$ cat src/rtl/syp_defs.vh
`ifndef SYP_DEFS_VH
`define SYP_DEFS_VH

// Register byte offsets (low address nibble)
`define SYP_OFS_STATUS   4'h0
`define SYP_OFS_CONTROL  4'h4
`define SYP_OFS_BUFFER   4'h8

// Status register fields
`define SYP_ST_SMP       7
`define SYP_ST_CKE       6
`define SYP_ST_BF        0

// Control register fields
`define SYP_CT_WRITE_COLLISION      7
`define SYP_CT_OV        6
`define SYP_CT_EN        5
`define SYP_CT_CKP       4
`define SYP_CT_MODE_HI   3
`define SYP_CT_MODE_LO   0

// Mode codes
`define SYP_MODE_DIV4    4'h0
`define SYP_MODE_DIV16   4'h1
`define SYP_MODE_DIV64   4'h2
`define SYP_MODE_TIMER_TWO    4'h3
`define SYP_MODE_SLV_SS  4'h4
`define SYP_MODE_SLV     4'h5

// Half serial clock periods in system clocks
`define SYP_HALF_DIV4    6'd2
`define SYP_HALF_DIV16   6'd8
`define SYP_HALF_DIV64   6'd32

// Master edge index of the closing tick
`define SYP_LAST_EDGE    5'd16
// Index of the last bit in a word
`define SYP_LAST_BIT     4'd7

// Reset values
`define SYP_RST_BYTE     8'h00
`define SYP_RST_WORD     32'h0000_0000

`endif

$ cat src/rtl/syp_spi_port.v
// Function
// - Each transfer shifts eight bits out and eight in together, locked to the serial clock.
// - Master drives the serial clock; slave takes it from the clock pin.
// - Master samples input at end of bit time when bit 7 set, else middle.
// - Clock edge select with idle polarity picks the transmit edge.
// - Clock idle polarity bit sets the serial clock rest level.
// - Buffer full flag sets when a received word lands in the buffer.
// - Software read of the transfer buffer clears buffer full.
// - Write collision flag sets on buffer write during a transfer; software clears it.
// - Overflow flag sets when a word completes with buffer unread; word is dropped.
// - Overflow only happens in slave mode, never in master mode.
// - Master transfers start when software writes the transfer buffer.
// - Enable bit hands the pins to the port; clearing returns them to I/O.
// - Codes 0000 to 0011 select master at clock/4, /16, /64 or timer two/2.
// - Code 0100 is slave with select control; 0101 slave ignoring select.
// - With select control, inactive high select resets the transfer state.
// - With select control, high select makes the output direction bit read as set.
`timescale 1ns/1ps
`include "syp_defs.vh"
`default_nettype none

module syp_spi_port (
  input  wire        clk_i,
  input  wire        rst_i,
  input  wire        wb_cyc_i,
  input  wire        wb_stb_i,
  input  wire        wb_we_i,
  input  wire [3:0]  wb_adr_i,
  input  wire [3:0]  wb_sel_i,
  input  wire [31:0] wb_dat_i,
  output wire [31:0] wb_dat_o,
  output wire        wb_ack_o,
  input  wire        sck_i,
  output wire        sck_o,
  output wire        sck_oe_o,
  input  wire        sdi_i,
  output wire        sdo_o,
  output wire        sdo_oe_o,
  input  wire        ss_n_i,
  input  wire        timer_two_i,
  output wire        port_enable_o,
  output wire        sdo_dir_readback_o
);

  // Master mode codes
  function is_master;
    input [3:0] m;
    begin
      is_master = (m == `SYP_MODE_DIV4) || (m == `SYP_MODE_DIV16) ||
                  (m == `SYP_MODE_DIV64) || (m == `SYP_MODE_TIMER_TWO);
    end
  endfunction

  // Slave mode codes
  function is_slave;
    input [3:0] m;
    begin
      is_slave = (m == `SYP_MODE_SLV_SS) || (m == `SYP_MODE_SLV);
    end
  endfunction

  // Configuration bits
  reg        smp_ff;
  reg        cke_ff;
  reg        ckp_ff;
  reg        en_ff;
  reg [3:0]  mode_ff;

  // Sticky status flags
  reg        write_collision_ff;
  reg        ov_ff;
  reg        bf_ff;

  // Receive buffer and shift registers
  reg [7:0]  buf_ff;
  reg [7:0]  tx_ff;
  reg [7:0]  rx_ff;

  // Master sequencer and clock generator state
  reg        busy_ff;
  reg [4:0]  edge_ff;
  reg [5:0]  div_ff;
  reg        sck_ff;

  // Slave bit count and clock pin history
  reg [3:0]  cnt_ff;
  reg        sck_prev_ff;

  // Register bus answer
  reg        ack_ff;
  reg [31:0] dat_ff;

  // Output direction readback, one clock behind select
  reg        sdo_dir_ff;

  // Mode and bus decode
  wire       master;
  wire       slave;
  wire       ss_idle;
  wire       wb_req;
  wire       wr_acc;
  wire       rd_acc;
  wire       hit_stat;
  wire       hit_ctl;
  wire       hit_buf;
  wire       buf_wr;
  wire       buf_rd;
  wire       collide;

  // Master edge timing
  reg  [5:0] half;
  wire       tick;
  wire       even;
  wire       last;
  wire       m_sample;
  wire       m_shift;
  wire       m_done;

  // Slave edge detection
  wire       sck_chg;
  wire       lead;
  wire       trail;
  wire       s_act;
  wire       s_sample;
  wire       s_shift;
  wire       s_done;

  // Shared word assembly and read data
  wire       sample;
  wire       done;
  wire [7:0] rx_next;
  wire [7:0] rx_word;
  wire       drop;
  reg  [7:0] rd_byte;

  // Mode decode
  assign master  = en_ff & is_master(mode_ff);
  assign slave   = en_ff & is_slave(mode_ff);
  assign ss_idle = en_ff & (mode_ff == `SYP_MODE_SLV_SS) & ss_n_i;

  // Bus decode; side effects happen on the edge that sees ack
  assign wb_req   = wb_cyc_i & wb_stb_i;
  assign wr_acc   = wb_req & ack_ff & wb_we_i & wb_sel_i[0];
  assign rd_acc   = wb_req & ack_ff & ~wb_we_i;
  assign hit_stat = (wb_adr_i == `SYP_OFS_STATUS);
  assign hit_ctl  = (wb_adr_i == `SYP_OFS_CONTROL);
  assign hit_buf  = (wb_adr_i == `SYP_OFS_BUFFER);
  assign buf_wr   = wr_acc & hit_buf;
  assign buf_rd   = rd_acc & hit_buf;
  assign collide  = buf_wr & (master ? busy_ff : (slave & (cnt_ff != 4'd0)));

  // Master bit rate select
  always @* begin
    case (mode_ff)
      `SYP_MODE_DIV4:  half = `SYP_HALF_DIV4;
      `SYP_MODE_DIV16: half = `SYP_HALF_DIV16;
      `SYP_MODE_DIV64: half = `SYP_HALF_DIV64;
      default:         half = `SYP_HALF_DIV4;
    endcase
  end

  // Half period tick from divider or timer two
  assign tick = busy_ff & ((mode_ff == `SYP_MODE_TIMER_TWO) ? timer_two_i : (div_ff == (half - 6'd1)));

  // Master edge roles; even index is the leading edge
  assign even     = ~edge_ff[0];
  assign last     = (edge_ff == `SYP_LAST_EDGE);
  assign m_sample = tick & (smp_ff ? (cke_ff ? (even & (edge_ff != 5'd0)) : ~even)
                                   : (cke_ff ? ~even : (even & ~last)));
  assign m_shift  = tick & (cke_ff ? (even & (edge_ff != 5'd0) & ~last) : ~even);
  assign m_done   = tick & last;

  // Slave edge roles from the clock pin
  assign sck_chg  = sck_i ^ sck_prev_ff;
  assign lead     = sck_chg & (sck_i != ckp_ff);
  assign trail    = sck_chg & (sck_i == ckp_ff);
  assign s_act    = slave & ~ss_idle;
  assign s_sample = s_act & (cke_ff ? trail : lead);
  assign s_shift  = s_act & (cke_ff ? (lead & (cnt_ff != 4'd0)) : trail);
  assign s_done   = s_sample & (cnt_ff == `SYP_LAST_BIT);

  // Word assembly, MSB first
  assign sample  = m_sample | s_sample;
  assign done    = m_done | s_done;
  assign rx_next = {rx_ff[6:0], sdi_i};
  assign rx_word = sample ? rx_next : rx_ff;
  assign drop    = done & slave & bf_ff;

  // Register read mux
  always @* begin
    rd_byte = `SYP_RST_BYTE;
    if (hit_stat) begin
      rd_byte[`SYP_ST_SMP] = smp_ff;
      rd_byte[`SYP_ST_CKE] = cke_ff;
      rd_byte[`SYP_ST_BF]  = bf_ff;
    end else if (hit_ctl) begin
      rd_byte = {write_collision_ff, ov_ff, en_ff, ckp_ff, mode_ff};
    end else if (hit_buf) begin
      rd_byte = buf_ff;
    end
  end

  // Wishbone slave: one wait state, unmapped reads zero
  always @(posedge clk_i) begin
    if (rst_i) begin
      ack_ff <= 1'b0;
      dat_ff <= `SYP_RST_WORD;
    end else begin
      ack_ff <= wb_req & ~ack_ff;
      if (wb_req & ~ack_ff) begin
        dat_ff <= {24'h00_0000, rd_byte};
      end
    end
  end

  // Configuration registers
  always @(posedge clk_i) begin
    if (rst_i) begin
      smp_ff  <= 1'b0;
      cke_ff  <= 1'b0;
      ckp_ff  <= 1'b0;
      en_ff   <= 1'b0;
      mode_ff <= 4'h0;
    end else begin
      if (wr_acc & hit_stat) begin
        smp_ff <= wb_dat_i[`SYP_ST_SMP];
        cke_ff <= wb_dat_i[`SYP_ST_CKE];
      end
      if (wr_acc & hit_ctl) begin
        en_ff   <= wb_dat_i[`SYP_CT_EN];
        ckp_ff  <= wb_dat_i[`SYP_CT_CKP];
        mode_ff <= wb_dat_i[`SYP_CT_MODE_HI:`SYP_CT_MODE_LO];
      end
    end
  end

  // Sticky flags; hardware set wins over software write
  always @(posedge clk_i) begin
    if (rst_i) begin
      write_collision_ff <= 1'b0;
      ov_ff   <= 1'b0;
      bf_ff   <= 1'b0;
    end else begin
      write_collision_ff <= collide | ((wr_acc & hit_ctl) ? wb_dat_i[`SYP_CT_WRITE_COLLISION] : write_collision_ff);
      ov_ff   <= drop | ((wr_acc & hit_ctl) ? wb_dat_i[`SYP_CT_OV] : ov_ff);
      bf_ff   <= (done & ~drop) | (bf_ff & ~buf_rd);
    end
  end

  // Receive buffer load
  always @(posedge clk_i) begin
    if (rst_i) begin
      buf_ff <= `SYP_RST_BYTE;
    end else if (done & ~drop) begin
      buf_ff <= rx_word;
    end
  end

  // Transmit and receive shift registers
  always @(posedge clk_i) begin
    if (rst_i) begin
      tx_ff <= `SYP_RST_BYTE;
      rx_ff <= `SYP_RST_BYTE;
    end else begin
      if (buf_wr & ~collide) begin
        tx_ff <= wb_dat_i[7:0];
      end else if (m_shift | s_shift) begin
        tx_ff <= {tx_ff[6:0], 1'b0};
      end
      if (ss_idle | ~en_ff) begin
        rx_ff <= `SYP_RST_BYTE;
      end else if (sample) begin
        rx_ff <= rx_next;
      end
    end
  end

  // Master sequencer and clock generator
  always @(posedge clk_i) begin
    if (rst_i) begin
      busy_ff <= 1'b0;
      edge_ff <= 5'd0;
      div_ff  <= 6'd0;
      sck_ff  <= 1'b0;
    end else if (~master) begin
      busy_ff <= 1'b0;
      edge_ff <= 5'd0;
      div_ff  <= 6'd0;
      sck_ff  <= ckp_ff;
    end else if (~busy_ff) begin
      sck_ff <= ckp_ff;
      if (buf_wr) begin
        busy_ff <= 1'b1;
        edge_ff <= 5'd0;
        div_ff  <= 6'd0;
      end
    end else if (tick) begin
      div_ff  <= 6'd0;
      edge_ff <= edge_ff + 5'd1;
      if (last) begin
        busy_ff <= 1'b0;
      end else begin
        sck_ff <= ~sck_ff;
      end
    end else begin
      div_ff <= div_ff + 6'd1;
    end
  end

  // Slave bit counter and clock pin history
  always @(posedge clk_i) begin
    if (rst_i) begin
      cnt_ff      <= 4'd0;
      sck_prev_ff <= 1'b0;
      sdo_dir_ff  <= 1'b0;
    end else begin
      sck_prev_ff <= sck_i;
      sdo_dir_ff  <= ss_idle;
      if (~s_act) begin
        cnt_ff <= 4'd0;
      end else if (s_sample) begin
        cnt_ff <= s_done ? 4'd0 : (cnt_ff + 4'd1);
      end
    end
  end

  // Pin and bus outputs
  assign wb_ack_o           = ack_ff;
  assign wb_dat_o           = dat_ff;
  assign sck_o              = sck_ff;
  assign sck_oe_o           = master;
  assign sdo_o              = tx_ff[7];
  assign sdo_oe_o           = master | s_act;
  assign port_enable_o      = en_ff;
  assign sdo_dir_readback_o = sdo_dir_ff;

endmodule // syp_spi_port

`default_nettype wire

$ cat config.mk
export PLATFORM = sky130hd
export DESIGN_NAME = syp_spi_port
export DESIGN_NICKNAME = d
export VERILOG_FILES = /design/src/rtl/syp_spi_port.v
export VERILOG_INCLUDE_DIRS = /design/src /design/src/rtl
export SDC_FILE = /design/constraint.sdc
export NUM_CORES = 1
export LEC_CHECK = 0
export BUFFER_PORTS_ARGS = -buffer_cell sky130_fd_sc_hd__buf_2
export CAP_MARGIN = 20
export CORE_AREA = 2 2 95 97
export CTS_CLUSTER_SIZE = 25
export DETAILED_ROUTE_END_ITERATION = 16
export DIE_AREA = 0 0 97 99
export HOLD_SLACK_MARGIN = 0.02
export PLACE_DENSITY_LB_ADDON = 0.05
export SLEW_MARGIN = 10
export SYNTH_ARGS = -nofsm -noshare
export SYNTH_HDL_FRONTEND = slang
export SYNTH_SLANG_ARGS = --single-unit
$ cat constraint.sdc
create_clock -name clk_i -period 5.9 [get_ports clk_i]
set_input_delay 1.18 -clock clk_i [delete_from_list [all_inputs] [get_ports clk_i]]
set_output_delay 1.18 -clock clk_i [all_outputs]
set_load 0.02 [all_outputs]
==> results.cfg, run 1 <==
[status]
status = finished, final reports clean

[critical_path]
critPathMaxStageDelay_ns = 0.38
path_max_fanout = 9
crit_slowest_cell = o21ai_2
worstSetupPathType = input pin to output port
cp_cell_sequence = buf_2, inv_1, o21ai_2, nand2_1, buf_2
worstSetupEndpointType = output port
cp.arrival_ns = 1.97
start_kind = input pin
cpMostUsedCell = buf_2
worstPathRequired_ns = 4.72

[cells_and_area]
n_antenna_cell = 0
synthToLayoutAreaGrowth_pct = 11.0
nFillCells = 875
nNetsFinal = 459
final_cell_area_sq_mm = 0.00371
layout-drive-gt1-share = 0.180

[synthesis]
synth_edf_count = 0
syn_avg_cell_area_sq_um = 8.98
synth_flop_cell = dfxtp_1
synth.area.top_cells = dfxtp_1 (38%), mux2i_1 (8.7%), buf_4 (5.4%)
netlist_instances = 372
ys_seq_area_frac = 0.377
syn_area_sq_mm = 0.00334
yosys.area.top_type = dfxtp_1
ys_seq_elements = 63
synth_top_area_frac = 0.377
async_flop_share = 0
ys_top_cells_by_count = dfxtp_1 (63), nor2_1 (43), mux2i_1 (29), buf_4 (24), inv_1 (18)
yosysWarningCount = 0
yosysMostFrequentCell = dfxtp_1
ys_types = 68

[clock_network]
clk_path_buf_depth = 2
clk_pin_slew_worst_paths_ns = 0.08
cts_tree = yes
ctsResizeCount = 0
cts_hold_buffers = 0
cts_max_level = 3
clock_latency_ns = 0.35
clkSinkCount = 63
cts_buffers = 9
clock-root-buffer = clkbuf_8
post_cts_buffers = 0

[timing]
drv_slew = 0
rsz0062_at_grt = false
setup_violations = 0
timing.fmax_mhz = 318
post-route-period-util = 0.533
clock_skew_ns = 0.0121
slew_headroom = 0.423
report.final.hold_viol_count = 0
period_needed_ns = 3.15
setup_tns_ns = 0
tightest_slew_ns = 0.859

[floorplan]
rows = 34
start_util = 0.391
die_area_sq_mm = 0.00960
die_h_microns = 99
ioPinCount = 88
coreArea_sq_mm = 0.00855
die_x_microns = 97

[drt]
first_pass_iters = 4
routed_wl_mm = 8.02
ant_nets = 0
post_drt_wl_per_cell_microns = 15.5
via_per_inst = 5.31
drc_errors = 0
drtIter0Drc = 164
vias = 2748

[power]
switchingPower_w = 0.000218
leakage_nw = 1.41
clock_power_share = 0.460
p_seq_frac = 0.495
ir_drop_mv = 0.113
pwr-share-comb = 0.046
netSwitchingFraction = 0.253
power_density_mw_per_mm2 = 232
p_int_w = 0.000643

[global_route]
grt_usage = 0.175
grt_overflow = 0
grt_max_degree = 46
antenna_found_initial = 0
grt_pass1_wl_mm = 13.3
grt_pass1_vias = 2543

[job]
drv_cap = 0

[hold_path]
min_path_type = flip-flop to flip-flop

[place]
gp_congestion = 0.748
postPlaceCellArea_sq_mm = 0.00350
dpl.hpwl_mm = 5.75
port_buffers = 36
[worst max-delay path, delay by kind of cell]
family | cells | cell delay, ns
AND/OR/NAND/NOR | 1 | 0.10
buffers and inverters | 3 | 0.31
AO/OA/AOI/OAI | 1 | 0.38
[state kept, by name, indices dropped and copies added (netlist names), 4 cells and up]
register	count
tx_ff	8
wb_dat_o	8
buf_ff	8
mode_ff	4
rx_ff	8
cnt_ff	4
edge_ff	5
div_ff	6
[power groups by stage]
stage | sequential, W | clock (W) | combinational [W]
floorplan | 0.000436 | 0 | 0.0000387
global placement | 0.000436 | 0 | 0.0000390
detailed placement | 0.000436 | 0 | 0.0000390
CTS | 0.000426 | 0.000410 | 0.0000390
global route | 0.000426 | 0.000432 | 0.0000428
finish | 0.000426 | 0.000396 | 0.0000393
[path summary, 6_finish.rpt]
check,start,endpoint,slack (ns),depth (start not counted)
worst max-delay path,ss_n_i,sdo_oe_o,2.75,5
worst min-delay path,tx_ff[5],tx_ff[5],0.47,2
worst max register to register,mode_ff[1],buf_ff[5],3.21,6
worst min register to register,tx_ff[5],tx_ff[5],0.47,2
[layout by cell type (no fill, tap or decap), types with 3 or more instances in the layout]
| cell type | netlist | final |
|---|---|---|
| a211oi_1 | 4 | 4 |
| a21o_1 | 9 | 9 |
| a21oi_1 | 16 | 16 |
| a221oi_1 | 8 | 8 |
| a22o_1 | 5 | 5 |
| a22oi_1 | 8 | 8 |
| a31oi_1 | 7 | 7 |
| buf_2 | 3 | 36 |
| clkbuf_8 | 0 | 10 |
| conb_1 | 1 | 24 |
| dfxtp_1 | 63 | 63 |
| ha_1 | 5 | 5 |
| inv_1 | 18 | 18 |
| mux2i_1 | 29 | 29 |
| nand2_1 | 16 | 16 |
| nand3_1 | 14 | 14 |
| nand3b_1 | 4 | 4 |
| nand4_1 | 3 | 3 |
| nor2_1 | 43 | 43 |
| nor2b_1 | 5 | 5 |
| nor3_1 | 8 | 8 |
| nor3b_1 | 5 | 5 |
| o2111ai_1 | 3 | 3 |
| o21ai_0 | 5 | 5 |
| xnor2_1 | 3 | 3 |
| xor2_1 | 3 | 3 |
[through the flow]
step	hold slack, ns	total power (W)	worst slack [ns]	util	cells
2_1_floorplan	0.443	0.000475	2.88	-	395
3_3_place_gp	0.455	0.000475	2.49	0.409	501
3_5_place_dp	0.457	0.000475	2.50	0.409	501
4_1_cts	0.468	0.000875	2.72	0.433	517
5_1_grt	0.489	0.000901	2.66	0.434	518
6_report	0.465	0.000861	2.75	0.434	518
[cell families after synthesis]
group                    after synthesis  share of synthesized area
AND/OR/NAND/NOR                      123                      0.201
other                                  1                    0.00112
flip-flops                            63                      0.377
XOR/XNOR                               6                     0.0157
multiplexers                          31                     0.0936
AO/OA/AOI/OAI                         86                      0.196
adder cells (fa/ha/maj)                5                     0.0187
buffers and inverters                 57                     0.0966
[layout make-up]
type | instances | area (sq um) | share of cell area
Clock inverter | 6 | 68.8 | 0.0185
Timing Repair Buffer | 38 | 195 | 0.0526
Clock buffer | 10 | 138 | 0.0371
Inverter | 18 | 67.6 | 0.0182
Tap cell | 108 | 135 | 0.0364
Sequential cell | 63 | 1260 | 0.340
Multi-Input combinational cell | 275 | 1840 | 0.497
[routing by layer]
metal,vias up,share of wire,GRT usage
li1,1376,-,-
met2,71,0.44,0.266
met5,-,0,0
met1,1293,0.51,0.238
met4,0,0.011,0.0650
met3,8,0.047,0.0475
Power figures use the tool's default switching activity.
==> run 2, diff against run 1 <==
==> constraint.sdc (replaced) <==
create_clock -name clk_i -period 3.1 [get_ports clk_i]
set_input_delay 0.62 -clock clk_i [delete_from_list [all_inputs] [get_ports clk_i]]
set_output_delay 0.62 -clock clk_i [all_outputs]
set_load 0.02 [all_outputs]
==> results.cfg, run 2 (synthesized netlist as in run 1, its figures left out) <==
[status]
status = finished, final reports clean

[clock_network]
clk_path_buf_depth = 2
clock_latency_ns = 0.35
cts_max_level = 3
clock-root-buffer = clkbuf_8
cts_buffers = 9
cts_tree = yes
cts_hold_buffers = 0
clk_pin_slew_worst_paths_ns = 0.08
clkSinkCount = 63
ctsResizeCount = 0
post_cts_buffers = 0

[place]
gp_congestion = 0.758
dp_worst_setup_slack_ns = 0.445
postPlaceCellArea_sq_mm = 0.00358
port_buffers = 36
dpl.hpwl_mm = 5.97

[critical_path]
crit_buf_inv = 1
crit_cells = 8
start_kind = flip-flop
worstSetupPathType = flip-flop to flip-flop
cp_cell_sequence = inv_1, ha_1, or4b_1, a221oi_2, o32ai_1, a21oi_4, mux2i_1, a221oi_1
critPathMaxStageDelay_ns = 0.48
cp.arrival_ns = 2.87
worstSetupEndpointType = flip-flop
critPathTopFamily = compound AO/OA/AOI/OAI gates
worstPathRequired_ns = 3.30
crit_slowest_cell = or4b_1
r2r-start = edge_ff[0]
startpoint = edge_ff[0]
path_max_fanout = 8
rr_worst_depth = 8

[drt]
wl_met3_microns = 501
vias = 2787
post_drt_wl_per_cell_microns = 15.6
first_pass_iters = 4
ant_nets = 0
met1Wirelength_mm = 4.03
drc_errors = 0
dr_wl_met2_mm = 3.58
routed.top_layer = met4
via_per_inst = 5.28
drtIter0Drc = 70
routed_wl_mm = 8.22

[timing]
clock_skew_ns = 0.0115
rsz0062_at_grt = false
drv_slew = 0
report.final.hold_viol_count = 0
timing.fmax_mhz = 374
setup_tns_ns = 0
tightest_slew_ns = 0.812
slew_headroom = 0.454
post-route-period-util = 0.862
setup_violations = 0
period_needed_ns = 2.67
fin_ws_ns = 0.427

[hold_path]
min_from = tx_ff[4]
min_path_cells = 2
min_path_type = flip-flop to flip-flop

[cells_and_area]
nNetsFinal = 469
final_cell_area_sq_mm = 0.00380
synthToLayoutAreaGrowth_pct = 13.7
final_cell_mix = dfxtp_1 (63), nor2_1 (43), buf_2 (36)
n_antenna_cell = 0
layout-drive-gt1-share = 0.198
final_common_cell = dfxtp_1

[global_route]
grt_pass1_vias = 2659
grt_max_degree = 27
grt_overflow = 0
antenna_found_initial = 0
grt_usage = 0.181
grt_pass1_wl_mm = 13.8

[floorplan]
die_x_microns = 97
rows = 34
coreArea_sq_mm = 0.00855
ioPinCount = 88
die_h_microns = 99
die_area_sq_mm = 0.00960
start_util = 0.391

[power]
ir_drop_mv = 0.164
power_density_mw_per_mm2 = 446
leakage_nw = 1.46

[job]
drv_cap = 0
-- run 2: changes by cell type in the layout (fill, tap and decap cells not counted), sizes merged --
cell / before / now
buf: 38 / 48
clkinv: 3 / 2
bufinv: 1 / 2
-- run 2: layer usage --
metal  GRT usage  up-vias
met3      0.0447       11
met2       0.279       78
li1            -     1399
met5           0        -
met4      0.0553        0
met1       0.251     1299
-- run 2: area by class of cell --
class	instances	area (sq um)
well taps	108	135
fillers	895	4750
flip-flops and latches	63	1260
multi-input cells	275	1840
repair buffers	48	270
clock inverters	6	93.8
inverters	18	67.6
clock buffers	10	128
-- run 2: worst reg2reg max path, cell delays in order (launching register included) --
cell,delay (ns)
dfxtp_1,0.35
inv_1,0.18
ha_1,0.23
or4b_1,0.48
a221oi_2,0.31
o32ai_1,0.18
a21oi_4,0.37
mux2i_1,0.31
a221oi_1,0.11
-- run 2: where the power goes --
| group | internal, W | switching (W) | leakage, nW | total (W) |
|---|---|---|---|---|
| logic | 0.0000179 | 0.0000581 | 0.850 | 0.0000760 |
| registers | 0.000810 | 0.000000963 | 0.508 | 0.000811 |
| clock network | 0.000458 | 0.000350 | 0.107 | 0.000808 |
-- run 2: final timing paths --
kind / endpoint / slack (ns)
worst max register to register: buf_ff[5] / 0.43
worst min-delay path: tx_ff[4] / 0.47
worst max-delay path: buf_ff[5] / 0.43
worst min register to register: tx_ff[4] / 0.47
-- run 2: metrics by stage --
| step | utilization | cells | total power, W | hold WS [ns] |
|---|---|---|---|---|
| finish | 0.444 | 528 | 0.00170 | 0.465 |
| global route | 0.444 | 528 | 0.00177 | 0.494 |
| CTS | 0.444 | 528 | 0.00172 | 0.473 |
| detailed placement | 0.418 | 512 | 0.000906 | 0.462 |
| global placement | 0.418 | 512 | 0.000905 | 0.454 |
| floorplan | - | 395 | 0.000904 | 0.443 |
